<file path="src/core/errrec_defines.svh">
// bit positions, reset values and widths of the selected error record status register
`ifndef ERRREC_DEFINES_SVH
`define ERRREC_DEFINES_SVH

`define ERRREC_REG_W 64
`define ERRREC_V_BIT 30
`define ERRREC_UE_BIT 29
`define ERRREC_OF_BIT 27
`define ERRREC_MV_BIT 26
`define ERRREC_CE_HI 25
`define ERRREC_CE_LO 24
`define ERRREC_DE_BIT 23
`define ERRREC_CE_NONE 2'h0
`define ERRREC_CE_SOME 2'h2
`define ERRREC_CE_CLEAR 2'h3
`define ERRREC_FLAG_RST 1'h0
`define ERRREC_CE_CNT_W 8
`define ERRREC_MISC_DEPTH 3
`define ERRREC_MISC_DATA_W 62

`endif

</file>
<file path="src/core/errrec_pkg.sv">
// types shared by the error record status logic
`default_nettype none
package errrec_pkg;
    typedef enum logic [1:0] {
        ERR_CORRECTED,
        ERR_DEFERRED,
        ERR_UNCORRECTED
    } err_kind_t;
endpackage : errrec_pkg
`default_nettype wire

</file>
<file path="src/core/error_record_status.sv">
// selected error record status: overflow and misc-valid flags with their context
`timescale 1ns/100ps
`default_nettype none
`include "errrec_defines.svh"
// Notes on behaviour
// repeated error discarded sets overflow flag
// uncorrected set, overflow clear: none discarded
// only deferred set, overflow clear: none discarded
// only corrected: overflow means counter overflowed
// overflow meaningless while record invalid
// software clears overflow when clearing valid
// writing one clears overflow and misc-valid
// both flags reset only by cold reset, not by warm reset
// misc-valid flags extra info in misc words
// misc words tagged by error class
// valid set once any error recorded
// uncorrected flag set on uncorrected error
// deferred flag set on deferred error
// corrected field nonzero once corrected
// writing zero leaves flag unchanged
module error_record_status #(
    parameter int CE_CNT_W = `ERRREC_CE_CNT_W
) (
    // clock, cold reset, warm reset
    input wire logic mclk,
    input wire logic srst,
    input wire logic warm_rst,
    // error events from the node
    input wire logic err_valid,
    input wire errrec_pkg::err_kind_t err_kind,
    input wire logic err_has_misc,
    input wire logic [`ERRREC_MISC_DATA_W-1:0] err_misc_data,
    // system register access to the status register
    input wire logic sysreg_rd_en,
    input wire logic sysreg_wr_en,
    input wire logic [`ERRREC_REG_W-1:0] sysreg_wdata,
    output logic [`ERRREC_REG_W-1:0] sysreg_rdata,
    // access to the misc error words
    input wire logic misc_rd_en,
    input wire logic [1:0] misc_rd_idx,
    output logic [`ERRREC_REG_W-1:0] misc_rdata,
    // live flag view
    output logic discard_overflow_flag,
    output logic misc_info_valid_flag
);
    import errrec_pkg::*;

    logic v_reg, ue_reg, de_reg, of_reg, mv_reg;
    logic [1:0] ce_reg;
    logic [CE_CNT_W-1:0] ce_cnt_reg;
    logic is_unc, is_def, is_cor, first, promote, same_class, recorded, cnt_wrap, of_set;
    logic wr_of, wr_mv;

    function automatic logic w1c(input logic [`ERRREC_REG_W-1:0] d, input int b);
        w1c = sysreg_wr_en && d[b];
    endfunction : w1c

    always_comb begin
        is_unc = err_valid && err_kind == ERR_UNCORRECTED;
        is_def = err_valid && err_kind == ERR_DEFERRED;
        is_cor = err_valid && err_kind == ERR_CORRECTED;
        first = err_valid && !v_reg;
        promote = v_reg && ((is_unc && !ue_reg) || (is_def && !ue_reg && !de_reg));
        same_class = v_reg && ((is_unc && ue_reg) || (is_def && de_reg && !ue_reg)
            || (is_cor && !ue_reg && !de_reg));
        recorded = first || promote || same_class;
        cnt_wrap = is_cor && (&ce_cnt_reg);
        // a second uncorrected or deferred error of the held class, or a corrected counter wrap while no uncorrected or deferred error is held, sets overflow
        of_set = v_reg && ((is_unc && ue_reg) || (is_def && de_reg && !ue_reg)
            || (cnt_wrap && !ue_reg && !de_reg)); // see R1
        wr_of = w1c(sysreg_wdata, `ERRREC_OF_BIT);
        wr_mv = w1c(sysreg_wdata, `ERRREC_MV_BIT);
    end

    // record valid: set wins over a clearing write
    always_ff @(posedge mclk) begin
        if (srst) begin
            v_reg <= `ERRREC_FLAG_RST;
        end else if (err_valid) begin
            v_reg <= 1'b1;
        end else if (w1c(sysreg_wdata, `ERRREC_V_BIT)) begin
            v_reg <= 1'b0;
        end
    end

    // error class flags
    always_ff @(posedge mclk) begin
        if (srst) begin
            ue_reg <= `ERRREC_FLAG_RST;
            de_reg <= `ERRREC_FLAG_RST;
        end else begin
            if (is_unc) begin
                ue_reg <= 1'b1;
            end else if (w1c(sysreg_wdata, `ERRREC_UE_BIT)) begin
                ue_reg <= 1'b0;
            end
            if (is_def) begin
                de_reg <= 1'b1;
            end else if (w1c(sysreg_wdata, `ERRREC_DE_BIT)) begin
                de_reg <= 1'b0;
            end
        end
    end

    // corrected field and its counter
    always_ff @(posedge mclk) begin
        if (srst) begin
            ce_reg <= `ERRREC_CE_NONE;
            ce_cnt_reg <= '0;
        end else begin
            if (is_cor) begin
                ce_reg <= `ERRREC_CE_SOME;
            end else if (sysreg_wr_en
                && sysreg_wdata[`ERRREC_CE_HI:`ERRREC_CE_LO] == `ERRREC_CE_CLEAR) begin
                ce_reg <= `ERRREC_CE_NONE;
            end
            if (first && is_cor) begin
                ce_cnt_reg <= CE_CNT_W'(1);
            end else if (first) begin
                ce_cnt_reg <= '0;
            end else if (is_cor) begin
                ce_cnt_reg <= ce_cnt_reg + CE_CNT_W'(1);
            end
        end
    end

    // overflow flag: cold reset only, warm reset ignored
    always_ff @(posedge mclk) begin
        if (srst) begin
            of_reg <= `ERRREC_FLAG_RST;
        end else if (of_set) begin
            of_reg <= 1'b1;
        end else if (first || promote) begin
            of_reg <= 1'b0; // see R2
        end else if (wr_of) begin
            of_reg <= 1'b0;
        end
    end

    // misc-valid flag
    always_ff @(posedge mclk) begin
        if (srst) begin
            mv_reg <= `ERRREC_FLAG_RST;
        end else if (recorded && err_has_misc) begin
            mv_reg <= 1'b1;
        end else if (first) begin
            mv_reg <= 1'b0;
        end else if (wr_mv) begin
            mv_reg <= 1'b0;
        end
    end

    // read view; flags of an invalid record read as zero
    always_ff @(posedge mclk) begin
        if (srst || warm_rst) begin
            sysreg_rdata <= '0;
        end else if (sysreg_rd_en) begin
            sysreg_rdata <= '0;
            sysreg_rdata[`ERRREC_V_BIT] <= v_reg;
            sysreg_rdata[`ERRREC_UE_BIT] <= v_reg && ue_reg;
            sysreg_rdata[`ERRREC_OF_BIT] <= v_reg && of_reg;
            sysreg_rdata[`ERRREC_MV_BIT] <= v_reg && mv_reg;
            sysreg_rdata[`ERRREC_CE_HI:`ERRREC_CE_LO] <= v_reg ? ce_reg : `ERRREC_CE_NONE;
            sysreg_rdata[`ERRREC_DE_BIT] <= v_reg && de_reg;
        end
    end

    assign discard_overflow_flag = of_reg;
    assign misc_info_valid_flag = mv_reg;

    // one slot per error class, class code in the top bits
    misc_info_store #(
        .DEPTH(`ERRREC_MISC_DEPTH),
        .WIDTH(`ERRREC_REG_W)
    ) misc_info_store_i (
        .mclk(mclk),
        .srst(srst),
        .wr_en(recorded && err_has_misc),
        .wr_idx(err_kind),
        .wr_data({err_kind, err_misc_data}),
        .rd_en(misc_rd_en),
        .rd_idx(misc_rd_idx),
        .rd_data(misc_rdata)
    );
endmodule : error_record_status
`default_nettype wire

</file>
<file path="src/core/misc_info_store.sv">
// small store for the per-class miscellaneous error words
`timescale 1ns/100ps
`default_nettype none
`include "errrec_defines.svh"
module misc_info_store #(
    parameter int DEPTH = `ERRREC_MISC_DEPTH,
    parameter int WIDTH = `ERRREC_REG_W
) (
    // clock and cold reset
    input wire logic mclk,
    input wire logic srst,
    // write side
    input wire logic wr_en,
    input wire logic [1:0] wr_idx,
    input wire logic [WIDTH-1:0] wr_data,
    // read side
    input wire logic rd_en,
    input wire logic [1:0] rd_idx,
    output logic [WIDTH-1:0] rd_data
);
    logic [WIDTH-1:0] mem_reg [DEPTH];

    generate
        for (genvar i = 0; i < DEPTH; i++) begin : g_word
            always_ff @(posedge mclk) begin
                if (srst) begin
                    mem_reg[i] <= '0;
                end else if (wr_en && wr_idx == 2'(i)) begin
                    mem_reg[i] <= wr_data;
                end
            end
        end
    endgenerate

    always_ff @(posedge mclk) begin
        if (srst) begin
            rd_data <= '0;
        end else if (rd_en) begin
            rd_data <= (32'(rd_idx) < DEPTH) ? mem_reg[rd_idx] : '0;
        end
    end
endmodule : misc_info_store
`default_nettype wire

</file>
<file path="config.mk">
export PLATFORM = sky130hd
export DESIGN_NAME = error_record_status
export DESIGN_NICKNAME = d
export VERILOG_FILES = /design/src/core/errrec_pkg.sv /design/src/core/error_record_status.sv /design/src/core/misc_info_store.sv
export VERILOG_INCLUDE_DIRS = /design/src /design/src/core
export SDC_FILE = /design/constraint.sdc
export NUM_CORES = 1
export LEC_CHECK = 0
export BUFFER_PORTS_ARGS = -buffer_cell sky130_fd_sc_hd__buf_2
export CORE_ASPECT_RATIO = 0.6
export CORE_MARGIN = 3
export CORE_UTILIZATION = 55
export CTS_CLUSTER_DIAMETER = 60
export DETAILED_ROUTE_END_ITERATION = 6
export HOLD_SLACK_MARGIN = 0.12
export MAX_ROUTING_LAYER = met4
export PLACE_DENSITY = 0.79
export SYNTH_ARGS = -nofsm -noshare
export SYNTH_HDL_FRONTEND = slang
export SYNTH_SLANG_ARGS = --single-unit
</file>
<file path="constraint.sdc">
create_clock -name mclk -period 11.9 [get_ports mclk]
set_input_delay 1.19 -clock mclk [delete_from_list [all_inputs] [get_ports mclk]]
set_output_delay 1.19 -clock mclk [all_outputs]
set_load 0.01 [all_outputs]
</file>
==> results.sh, run 1 <==
export IMPL_power_density_nw_per_um2=154
export IMPL_ios=268
export IMPL_p_sw_frac=0.226
export IMPL_ant_nets=0
export IMPL_place_hpwl_mm=14.6
export IMPL_cp_top_family="buffers and inverters"
export IMPL_dieWidth_um=196
export IMPL_cts_hold_buf=0
export IMPL_r2r_end="misc_info_store_i.mem_reg[0][23]"
export IMPL_slew_headroom=0.347
export IMPL_grt_pass1_vias=7322
export IMPL_ys_types=42
export IMPL_synth_seq_area_share=0.626
export IMPL_cpPeakStageDelay_ps=790
export IMPL_r2r_start="de_reg"
export IMPL_ys_ff_latch=276
export IMPL_finalCriticalPeriod_ps=3360
export IMPL_hp_class="reg2reg"
export IMPL_ir_drop_v=0.000110
export IMPL_cp_max_fo=65
export IMPL_final_hold_violation_count=0
export IMPL_postSynth_asyncResetShare=0
export IMPL_max_clock_freq_mhz=298
export IMPL_clockBufferDepth=3
export IMPL_start_util=0.577
export IMPL_cp_slowest_cell="nor2b_4"
export IMPL_synth_edf_count=192
export IMPL_r2r_setup_slack_ps=9270
export IMPL_die_h_um=120
export IMPL_yosysMostFrequentCell="edfxtp_1"
export IMPL_largest_reg_flops=192
export IMPL_share_comb_of_total_power=0.080
export IMPL_synth_area_per_cell_um2=11.8
export IMPL_fillCellCount=1567
export IMPL_vias=7607
export IMPL_slew_violations=0
export IMPL_fin_ws_ps=8540
export IMPL_finalNetCount=1275
export IMPL_grt_overflow_total=0
export IMPL_worstHoldPathCells=2
export IMPL_tritoncts="built"
export IMPL_switchingPower_w=0.000470
export IMPL_yosys_top_cells_area="edfxtp_1 48%, dfxtp_1 14%, and2_1 9.8%, mux2i_1 5.5%, nor2_1 4.4%"
export IMPL_drive_above_1_share=0.185
export IMPL_gp_congestion=0.760
export IMPL_p_int_w=0.00161
export IMPL_drv_cap=0
export IMPL_port_buffers=152
export IMPL_yosys_top_cells_count="192 x edfxtp_1, 186 x and2_1, 141 x nor2_1, 84 x dfxtp_1, 75 x a21oi_1"
export IMPL_clk_pin_slew_ps=60
export IMPL_dp_cells=1381
export IMPL_synth_area_um2=11900
export IMPL_area_growth_pct=13.4
export IMPL_post_cts_repair_setup_buffers=0
export IMPL_layout_cells_non_filler=1434
export IMPL_rsz0062_at_grt="false"
export IMPL_critPathLaunchType="input port"
export IMPL_cts_sinks=276
export IMPL_worstSetupPathType="in2reg"
export IMPL_cpMostUsedCell="buf_4"
export IMPL_dpl_worst_slack_ps=8010
export IMPL_drt_first_pass_iters=4
export IMPL_ys_flop_type="edfxtp_1"
export IMPL_critPathArrivalTime_ps=3770
export IMPL_globalRouteTotalUtil=0.217
export IMPL_finalCritPeriodShare=0.282
export IMPL_grt_pass1_wl_mm=39.8
export IMPL_grt_max_degree=93
export IMPL_finalClockSkew_ps=7.27
export IMPL_htreeDepth=1
export IMPL_cts_buffers=26
export IMPL_design_area_um2=13500
export IMPL_drt_initial_drc_count=445
export IMPL_outcome="finished, final reports clean"
export IMPL_fin_setup_tns_ps=0
export IMPL_cts_root_buf="clkbuf_16"
export IMPL_synth_warnings=0
export IMPL_drc=0
export IMPL_syn_inst=1008
export IMPL_grt_antenna_before_repair=3
export IMPL_p_leak_nw=5.52
export IMPL_dieArea_um2=23500
export IMPL_endpoint_kind="flip-flop"
export IMPL_vias_per_cell=5.30
export IMPL_worstPathRequired_ps=12310
export IMPL_netlist_area_leader_share=0.485
export IMPL_holdPathEnd="sysreg_rdata[25]"
export IMPL_yosys_area_top_type="edfxtp_1"
export IMPL_setup_viol=0
export IMPL_cts_resized=0
export IMPL_clock_power_share=0.393
export IMPL_placed_area_um2=12600
export IMPL_reg2regPathDepth=5
export IMPL_tightest_slew_ps=979
export IMPL_min_from="sysreg_rdata[25]"
export IMPL_p_seq_frac=0.527
export IMPL_clock_latency_ps=520
export IMPL_num_rows=40
export IMPL_fin_hold_ws_ps=482
export IMPL_wl_mm=25.3
export IMPL_wl_per_cell_um=17.6
export IMPL_cp_num_buf_inv=3
export IMPL_coreArea_um2=20600
export IMPL_worstPathCellList="buf_2 > buf_4 > nor2b_4 > buf_4 > a21oi_1 > a211oi_1"
## power by group through the flow
| stage | Sequential (W) | Clock, W | Combinational, W |
|---|---|---|---|
| after global placement | 0.00111 | 0 | 0.000163 |
| after global routing | 0.00110 | 0.000874 | 0.000185 |
| after floorplan | 0.00112 | 0 | 0.000112 |
| after detailed placement | 0.00112 | 0 | 0.000167 |
| final | 0.00110 | 0.000817 | 0.000167 |
| after CTS | 0.00110 | 0.000832 | 0.000168 |
## worst min-delay path: cells and delay by family (launching register included)
| family | cells | cell delay [ps] |
|---|---|---|
| AOI/OAI and AO/OA | 1 | 60 |
| DFF | 1 | 310 |
| and+or+nand+nor | 1 | 70 |
## logic make-up (layout without fill, tap and decap cells)
logic type	Yosys count	count (layout)	share of synthesized area
buffers and inverters	129	216	0.0637
DFF	276	276	0.626
other	1	67	0.000315
adders and majority gates	1	1	0.00105
xor gates and xnor gates	6	6	0.00442
and+or+nand+nor	378	378	0.169
AOI/OAI and AO/OA	152	152	0.0813
muxes	65	65	0.0547
## layout by cell type, fill, tap and decap left out, types with 3 or more instances in the layout
cell type  instances
edfxtp_1         192
and2_1           186
buf_2            149
nor2_1           141
dfxtp_1           84
a21oi_1           75
mux2i_1           65
a211oi_1          65
conb_1            62
clkbuf_16         28
nand2_1           16
buf_4             16
clkbuf_1          11
nand3_1            9
clkbuf_8           7
diode_2            5
nand2b_1           5
xor2_1             4
inv_1              3
o21ai_0            3
## stage by stage
stage	power, W	utilization
3_5_place_dp	0.00128	0.613
5_1_grt	0.00216	0.654
4_1_cts	0.00210	0.654
2_1_floorplan	0.00124	-
3_3_place_gp	0.00128	0.613
6_report	0.00208	0.655
## per-layer routing
| metal | share of wire | wire length [µm] | vias up | GRT usage |
|---|---|---|---|---|
| met4 | 0.015 | 386 | 0 | 0.0409 |
| met5 | 0 | 0 | - | - |
| met1 | 0.45 | 11400 | 3677 | 0.304 |
| met3 | 0.077 | 1940 | 34 | 0.0398 |
| met2 | 0.46 | 11500 | 240 | 0.337 |
| li1 | - | - | 3656 | - |
## layout make-up
type                    instances  area [µm²]  share of cell area
multi-input cells             664        3970               0.294
repair buffers                165         866              0.0642
flip-flops and latches        276        7450               0.552
inverters                       3        11.3            0.000834
clock inverters                 2        13.8             0.00102
diodes                          5        12.5            0.000927
well taps                     273         342              0.0253
clock buffers                  46         838              0.0621
## worst max path at each step
stage / from / endpoint / cells past startpoint
6_report: misc_rd_idx[0] / misc_info_store_i.rd_data[3] / 6
5_1_grt: misc_rd_idx[0] / misc_info_store_i.rd_data[3] / 6
4_1_cts: misc_rd_idx[0] / misc_info_store_i.rd_data[3] / 6
3_5_place_dp: misc_rd_idx[0] / misc_info_store_i.rd_data[3] / 6
3_3_place_gp: misc_rd_idx[0] / misc_info_store_i.rd_data[57] / 6
2_1_floorplan: err_kind[0] / misc_info_store_i.mem_reg[0][0] / 5
Power figures use the tool's default switching activity.
==> run 2, diff against run 1 <==
CORE_UTILIZATION = 49   (was 55)
PLACE_DENSITY = 0.74   (was 0.79)
clock period = 2.84 ns   (was 11.9 ns; I/O delays follow)
==> run 2 against run 1 <==
Net effect: flip-flop and latch count unchanged; sequential power rose to 4.2 times the previous value; final cell count up 8.2%; highest routed layer unchanged.
==> results.sh, run 2 (synthesis results as in run 1) <==
export IMPL_outcome="finished, final reports clean"
export IMPL_tritoncts="built"
export IMPL_port_buffers=152
export IMPL_finalClockSkew_ps=11.9
export IMPL_critPathArrivalTime_ps=2350
export IMPL_cts_root_buf="clkbuf_16"
export IMPL_vias_per_cell=5.04
export IMPL_power_density_nw_per_um2=607
export IMPL_largest_reg_flops=192
export IMPL_grt_use_met2=0.324
export IMPL_cts_buffers=25
export IMPL_ant_nets=0
export IMPL_drt_first_pass_iters=5
export IMPL_start_util=0.507
export IMPL_tightest_slew_ps=787
export IMPL_mostFrequentLayoutCells="192 x edfxtp_1, 186 x and2_1, 149 x buf_2"
export IMPL_regArea_um2=7450
export IMPL_slew_headroom=0.475
export IMPL_layout_cells_non_filler=1552
export IMPL_cp_top_family="compound AO/OA/AOI/OAI gates"
export IMPL_max_clock_freq_mhz=460
export IMPL_setup_viol=0
export IMPL_drt_initial_drc_count=499
export IMPL_finalNetCount=1358
export IMPL_worstSetupPathType="reg2reg"
export IMPL_cts_hold_buf=76
export IMPL_startpoint="de_reg"
export IMPL_post_cts_repair_setup_buffers=0
export IMPL_dieArea_um2=26300
export IMPL_r2r_start="de_reg"
export IMPL_area_growth_pct=21.2
export IMPL_clock_latency_ps=530
export IMPL_clk_pin_slew_ps=70
export IMPL_slew_violations=0
export IMPL_grt_antenna_before_repair=0
export IMPL_placed_area_um2=12900
export IMPL_dieWidth_um=207
export IMPL_num_rows=43
export IMPL_worstPathRequired_ps=3010
export IMPL_gp_congestion=0.882
export IMPL_endpoint_kind="flip-flop"
export IMPL_globalRouteTotalUtil=0.210
export IMPL_cp_max_fo=64
export IMPL_worstPathCellList="nor2b_4 > o311ai_1 > nand3_1 > o31ai_4 > buf_12"
export IMPL_busiest_layer="met2"
export IMPL_cpPeakStageDelay_ps=390
export IMPL_ios=268
export IMPL_diodes=0
export IMPL_design_area_um2=14400
export IMPL_cts_resized=0
export IMPL_drc=0
export IMPL_grt_overflow_total=0
export IMPL_cp_slowest_cell="buf_12"
export IMPL_fillCellCount=1864
export IMPL_grt_max_degree=69
export IMPL_critPathLaunchType="flip-flop"
export IMPL_finalCriticalPeriod_ps=2170
export IMPL_wl_mm=26.8
export IMPL_power_w=0.00875
export IMPL_place_hpwl_mm=15.4
export IMPL_p_leak_nw=5.88
export IMPL_ir_drop_v=0.000416
export IMPL_fin_setup_tns_ps=0
export IMPL_rsz0062_at_grt="false"
export IMPL_hp_class="in2reg"
export IMPL_cts_sinks=276
export IMPL_dp_cells=1431
export IMPL_vias=7826
export IMPL_final_common_cell="edfxtp_1"
export IMPL_grt_pass1_wl_mm=42.8
export IMPL_htreeDepth=1
export IMPL_coreArea_um2=23500
export IMPL_cp_num_buf_inv=1
export IMPL_die_h_um=127
export IMPL_drv_cap=0
export IMPL_drive_above_1_share=0.179
export IMPL_wl_per_cell_um=17.2
export IMPL_clockBufferDepth=3
export IMPL_min_from="srst"
export IMPL_met3_usage=0.0398
export IMPL_finalCritPeriodShare=0.766
export IMPL_grt_pass1_vias=7752
export IMPL_use_met1=0.293
export IMPL_multi_input_area_um2=3970
export IMPL_final_hold_violation_count=0
-- run 2: cell types whose count changed in the layout (fill, tap and decap cells not counted), sizes merged --
cell	change
buf	+8
bufinv	+1
clkbuf	-4
diode	-5
dlygate4sd3	+76
-- run 2: path summary, 6_finish.rpt --
kind,cells past startpoint,slack (ps),end
worst max-delay path,5,670,misc_info_store_i.mem_reg[0][44]
worst min-delay path,2,140,de_reg
worst max register to register,5,670,misc_info_store_i.mem_reg[0][44]
worst min register to register,2,470,sysreg_rdata[27]
-- run 2: layout make-up --
type,instances,area share
Sequential cell,276,0.516
Timing Repair Buffer,249,0.124
Clock buffer,42,0.0534
Clock inverter,3,0.00269
Multi-Input combinational cell,664,0.276
Inverter,3,0.000781
Tap cell,315,0.0273
-- run 2: layer usage --
layer  wire (µm)  vias to the layer above
met3        1380                       41
met2       12300                      206
met5           0                        -
met4         473                        0
li1            -                     3816
met1       12600                     3763
-- run 2: per-stage QoR --
step                      worst slack (ps)  utilization  hold slack, ps
after global placement                 645        0.548             454
after detailed placement               554        0.548             460
after floorplan                       -246            -             449
final                                  666        0.615             144
after CTS                              682        0.615             120
after global routing                   529        0.615             138
-- run 2: where the power goes --
| part | leakage, nW | switching (W) | internal (W) | total, W |
|---|---|---|---|---|
| logic | 2.83 | 0.000484 | 0.000328 | 0.000811 |
| registers | 2.65 | 0.0000757 | 0.00451 | 0.00459 |
| clock network | 0.396 | 0.00142 | 0.00192 | 0.00335 |
==> run 3, diff against run 2 <==
CORE_UTILIZATION = 54   (was 49)
PLACE_DENSITY = 0.78   (was 0.74)
clock period = 2.2 ns   (was 2.84 ns; I/O delays follow)
==> run 3 against run 2 <==
Net effect: clock skew hardly changed; global-route usage is 1.4 points higher; via count is 1.3% higher; count of clock-buffer cells in the layout is 5 lower; final cell count is 1.9% lower; sequential share of layout area hardly changed; worst hold slack better by 6.1 ps; non-clock buffer count is 5 higher; die area is 8.9% lower; first-iteration DRC count is 23% lower; routed wire length is 1.1% lower; register-to-register slack worse by 460 ps; critical endpoint is now misc_info_store_i.mem_reg[0][12]; highest routed layer unchanged.
==> results.sh, run 3 (synthesis results as in run 1) <==
export IMPL_critPathArrivalTime_ps=2370
export IMPL_vias_per_cell=5.20
export IMPL_layout_cells_non_filler=1523
export IMPL_p_sw_frac=0.226
export IMPL_ant_nets=0
export IMPL_tightest_slew_ps=667
export IMPL_clk_pin_slew_ps=60
export IMPL_finalCriticalPeriod_ps=1990
export IMPL_outcome="finished, final reports clean"
export IMPL_cts_root_buf="clkbuf_16"
export IMPL_drc=0
export IMPL_post_cts_repair_setup_buffers=0
export IMPL_fillCellCount=1573
export IMPL_worstHoldPathCells=4
export IMPL_grt_overflow_total=0
export IMPL_fin_setup_tns_ps=0
export IMPL_slew_violations=0
export IMPL_num_rows=41
export IMPL_die_h_um=121
export IMPL_hp_class="in2reg"
export IMPL_reg2regPathDepth=5
export IMPL_final_hold_violation_count=0
export IMPL_finalCritPeriodShare=0.905
export IMPL_holdPathEnd="ue_reg"
export IMPL_grt_max_degree=65
export IMPL_max_clock_freq_mhz=502
export IMPL_drive_above_1_share=0.182
export IMPL_cp_max_fo=37
export IMPL_cts_buffers=25
export IMPL_dpl_worst_slack_ps=91.4
export IMPL_drv_cap=0
export IMPL_wl_mm=26.5
export IMPL_start_util=0.558
export IMPL_r2r_end="misc_info_store_i.mem_reg[0][12]"
export IMPL_drt_initial_drc_count=385
export IMPL_finalClockSkew_ps=11.5
export IMPL_min_from="sysreg_wr_en"
export IMPL_placed_area_um2=12900
export IMPL_slew_headroom=0.554
export IMPL_power_density_nw_per_um2=774
export IMPL_port_buffers=152
export IMPL_final_common_cell="edfxtp_1"
export IMPL_share_comb_of_total_power=0.096
export IMPL_wl_per_cell_um=17.4
export IMPL_dieArea_um2=23900
export IMPL_design_area_um2=14400
export IMPL_ios=268
export IMPL_p_leak_nw=5.91
export IMPL_r2r_setup_slack_ps=210
export IMPL_rsz0062_at_grt="false"
export IMPL_worstPathRequired_ps=2580
export IMPL_worstSetupPathType="reg2reg"
export IMPL_fin_ws_ps=208
export IMPL_clockBufferDepth=3
export IMPL_largest_reg_flops=192
export IMPL_mostFrequentLayoutCells="192 x edfxtp_1, 186 x and2_1, 149 x buf_2"
export IMPL_clock_power_share=0.374
export IMPL_diodes=0
export IMPL_vias=7926
export IMPL_area_growth_pct=21.3
export IMPL_grt_pass1_wl_mm=41.2
export IMPL_p_seq_frac=0.531
export IMPL_dp_cells=1402
export IMPL_clock_latency_ps=520
export IMPL_grt_antenna_before_repair=0
export IMPL_coreArea_um2=21300
export IMPL_setup_viol=0
export IMPL_ir_drop_v=0.000613
export IMPL_critPathLaunchType="flip-flop"
export IMPL_cts_sinks=276
export IMPL_fin_hold_ws_ps=150
export IMPL_switchingPower_w=0.00253
export IMPL_globalRouteTotalUtil=0.224
export IMPL_r2r_start="de_reg"
export IMPL_p_int_w=0.00864
export IMPL_tritoncts="built"
export IMPL_htreeDepth=1
export IMPL_place_hpwl_mm=15.4
export IMPL_gp_congestion=0.796
export IMPL_finalNetCount=1364
export IMPL_dieWidth_um=198
export IMPL_grt_pass1_vias=7735
export IMPL_drt_first_pass_iters=7
export IMPL_endpoint_kind="flip-flop"
run 3: cell count changes in the layout (fill, tap and decap cells not counted), sizes merged:
cell / previous run / this run
inv: 3 / 4
bufinv: 1 / 2
nor3: 4 / 5
clkinv: 2 / 6
clkbuf: 42 / 37
dlygate4sd3: 76 / 74
buf: 173 / 180
run 3: power by group through the flow:
stage | logic [W] | registers (W) | clock network [W]
CTS | 0.00107 | 0.00592 | 0.00423
finish | 0.00107 | 0.00592 | 0.00417
floorplan | 0.000616 | 0.00606 | 0
global placement | 0.000941 | 0.00602 | 0
detailed placement | 0.000962 | 0.00603 | 0
global route | 0.00118 | 0.00595 | 0.00446
run 3: area by class of cell:
| type | count | area, µm² | area share |
|---|---|---|---|
| Inverter | 3 | 11.3 | 0.000780 |
| Sequential cell | 276 | 7450 | 0.516 |
| Clock buffer | 37 | 681 | 0.0472 |
| Timing Repair Buffer | 254 | 1860 | 0.129 |
| Clock inverter | 9 | 93.8 | 0.00650 |
| Multi-Input combinational cell | 665 | 3990 | 0.277 |
| Tap cell | 279 | 349 | 0.0242 |
run 3: repair_timing:
action,CTS,global route
resized for setup,0,1
endpoints found under the hold margin,197,0
hold buffers,74,0
setup endpoints to repair,0,37
run 3: how the worst max path moves through the flow:
| stage | start | to | slack, ps | cells after the start |
|---|---|---|---|---|
| detailed placement | srst | misc_info_store_i.mem_reg[2][16] | 90 | 5 |
| finish | de_reg | misc_info_store_i.mem_reg[0][12] | 210 | 5 |
| global placement | srst | misc_info_store_i.mem_reg[2][15] | 120 | 5 |
| global route | de_reg | misc_info_store_i.mem_reg[0][4] | 10 | 5 |
| CTS | de_reg | misc_info_store_i.mem_reg[0][61] | 130 | 5 |
| floorplan | de_reg | misc_info_store_i.mem_reg[0][0] | -890 | 4 |
run 3: layer usage:
layer | GRT usage | routed length [µm] | vias up
met3 | 0.0358 | 1520 | 35
li1 | - | - | 3836
met1 | 0.296 | 11900 | 3819
met4 | 0.0455 | 413 | 0
met5 | - | 0 | -
met2 | 0.374 | 12700 | 236
run 3: critical path, cell delays in order (launching register included):
cell     delay (ps)
dfxtp_2         350
o21ai_0         210
nand2_1         220
nor3_4          630
buf_12          270
and2_1          150
run 3: through the flow:
stage,util,total power (W)
3_3_place_gp,0.604,0.00696
2_1_floorplan,-,0.00667
5_1_grt,0.676,0.0116
4_1_cts,0.675,0.0112
3_5_place_dp,0.604,0.00700
6_report,0.676,0.0112
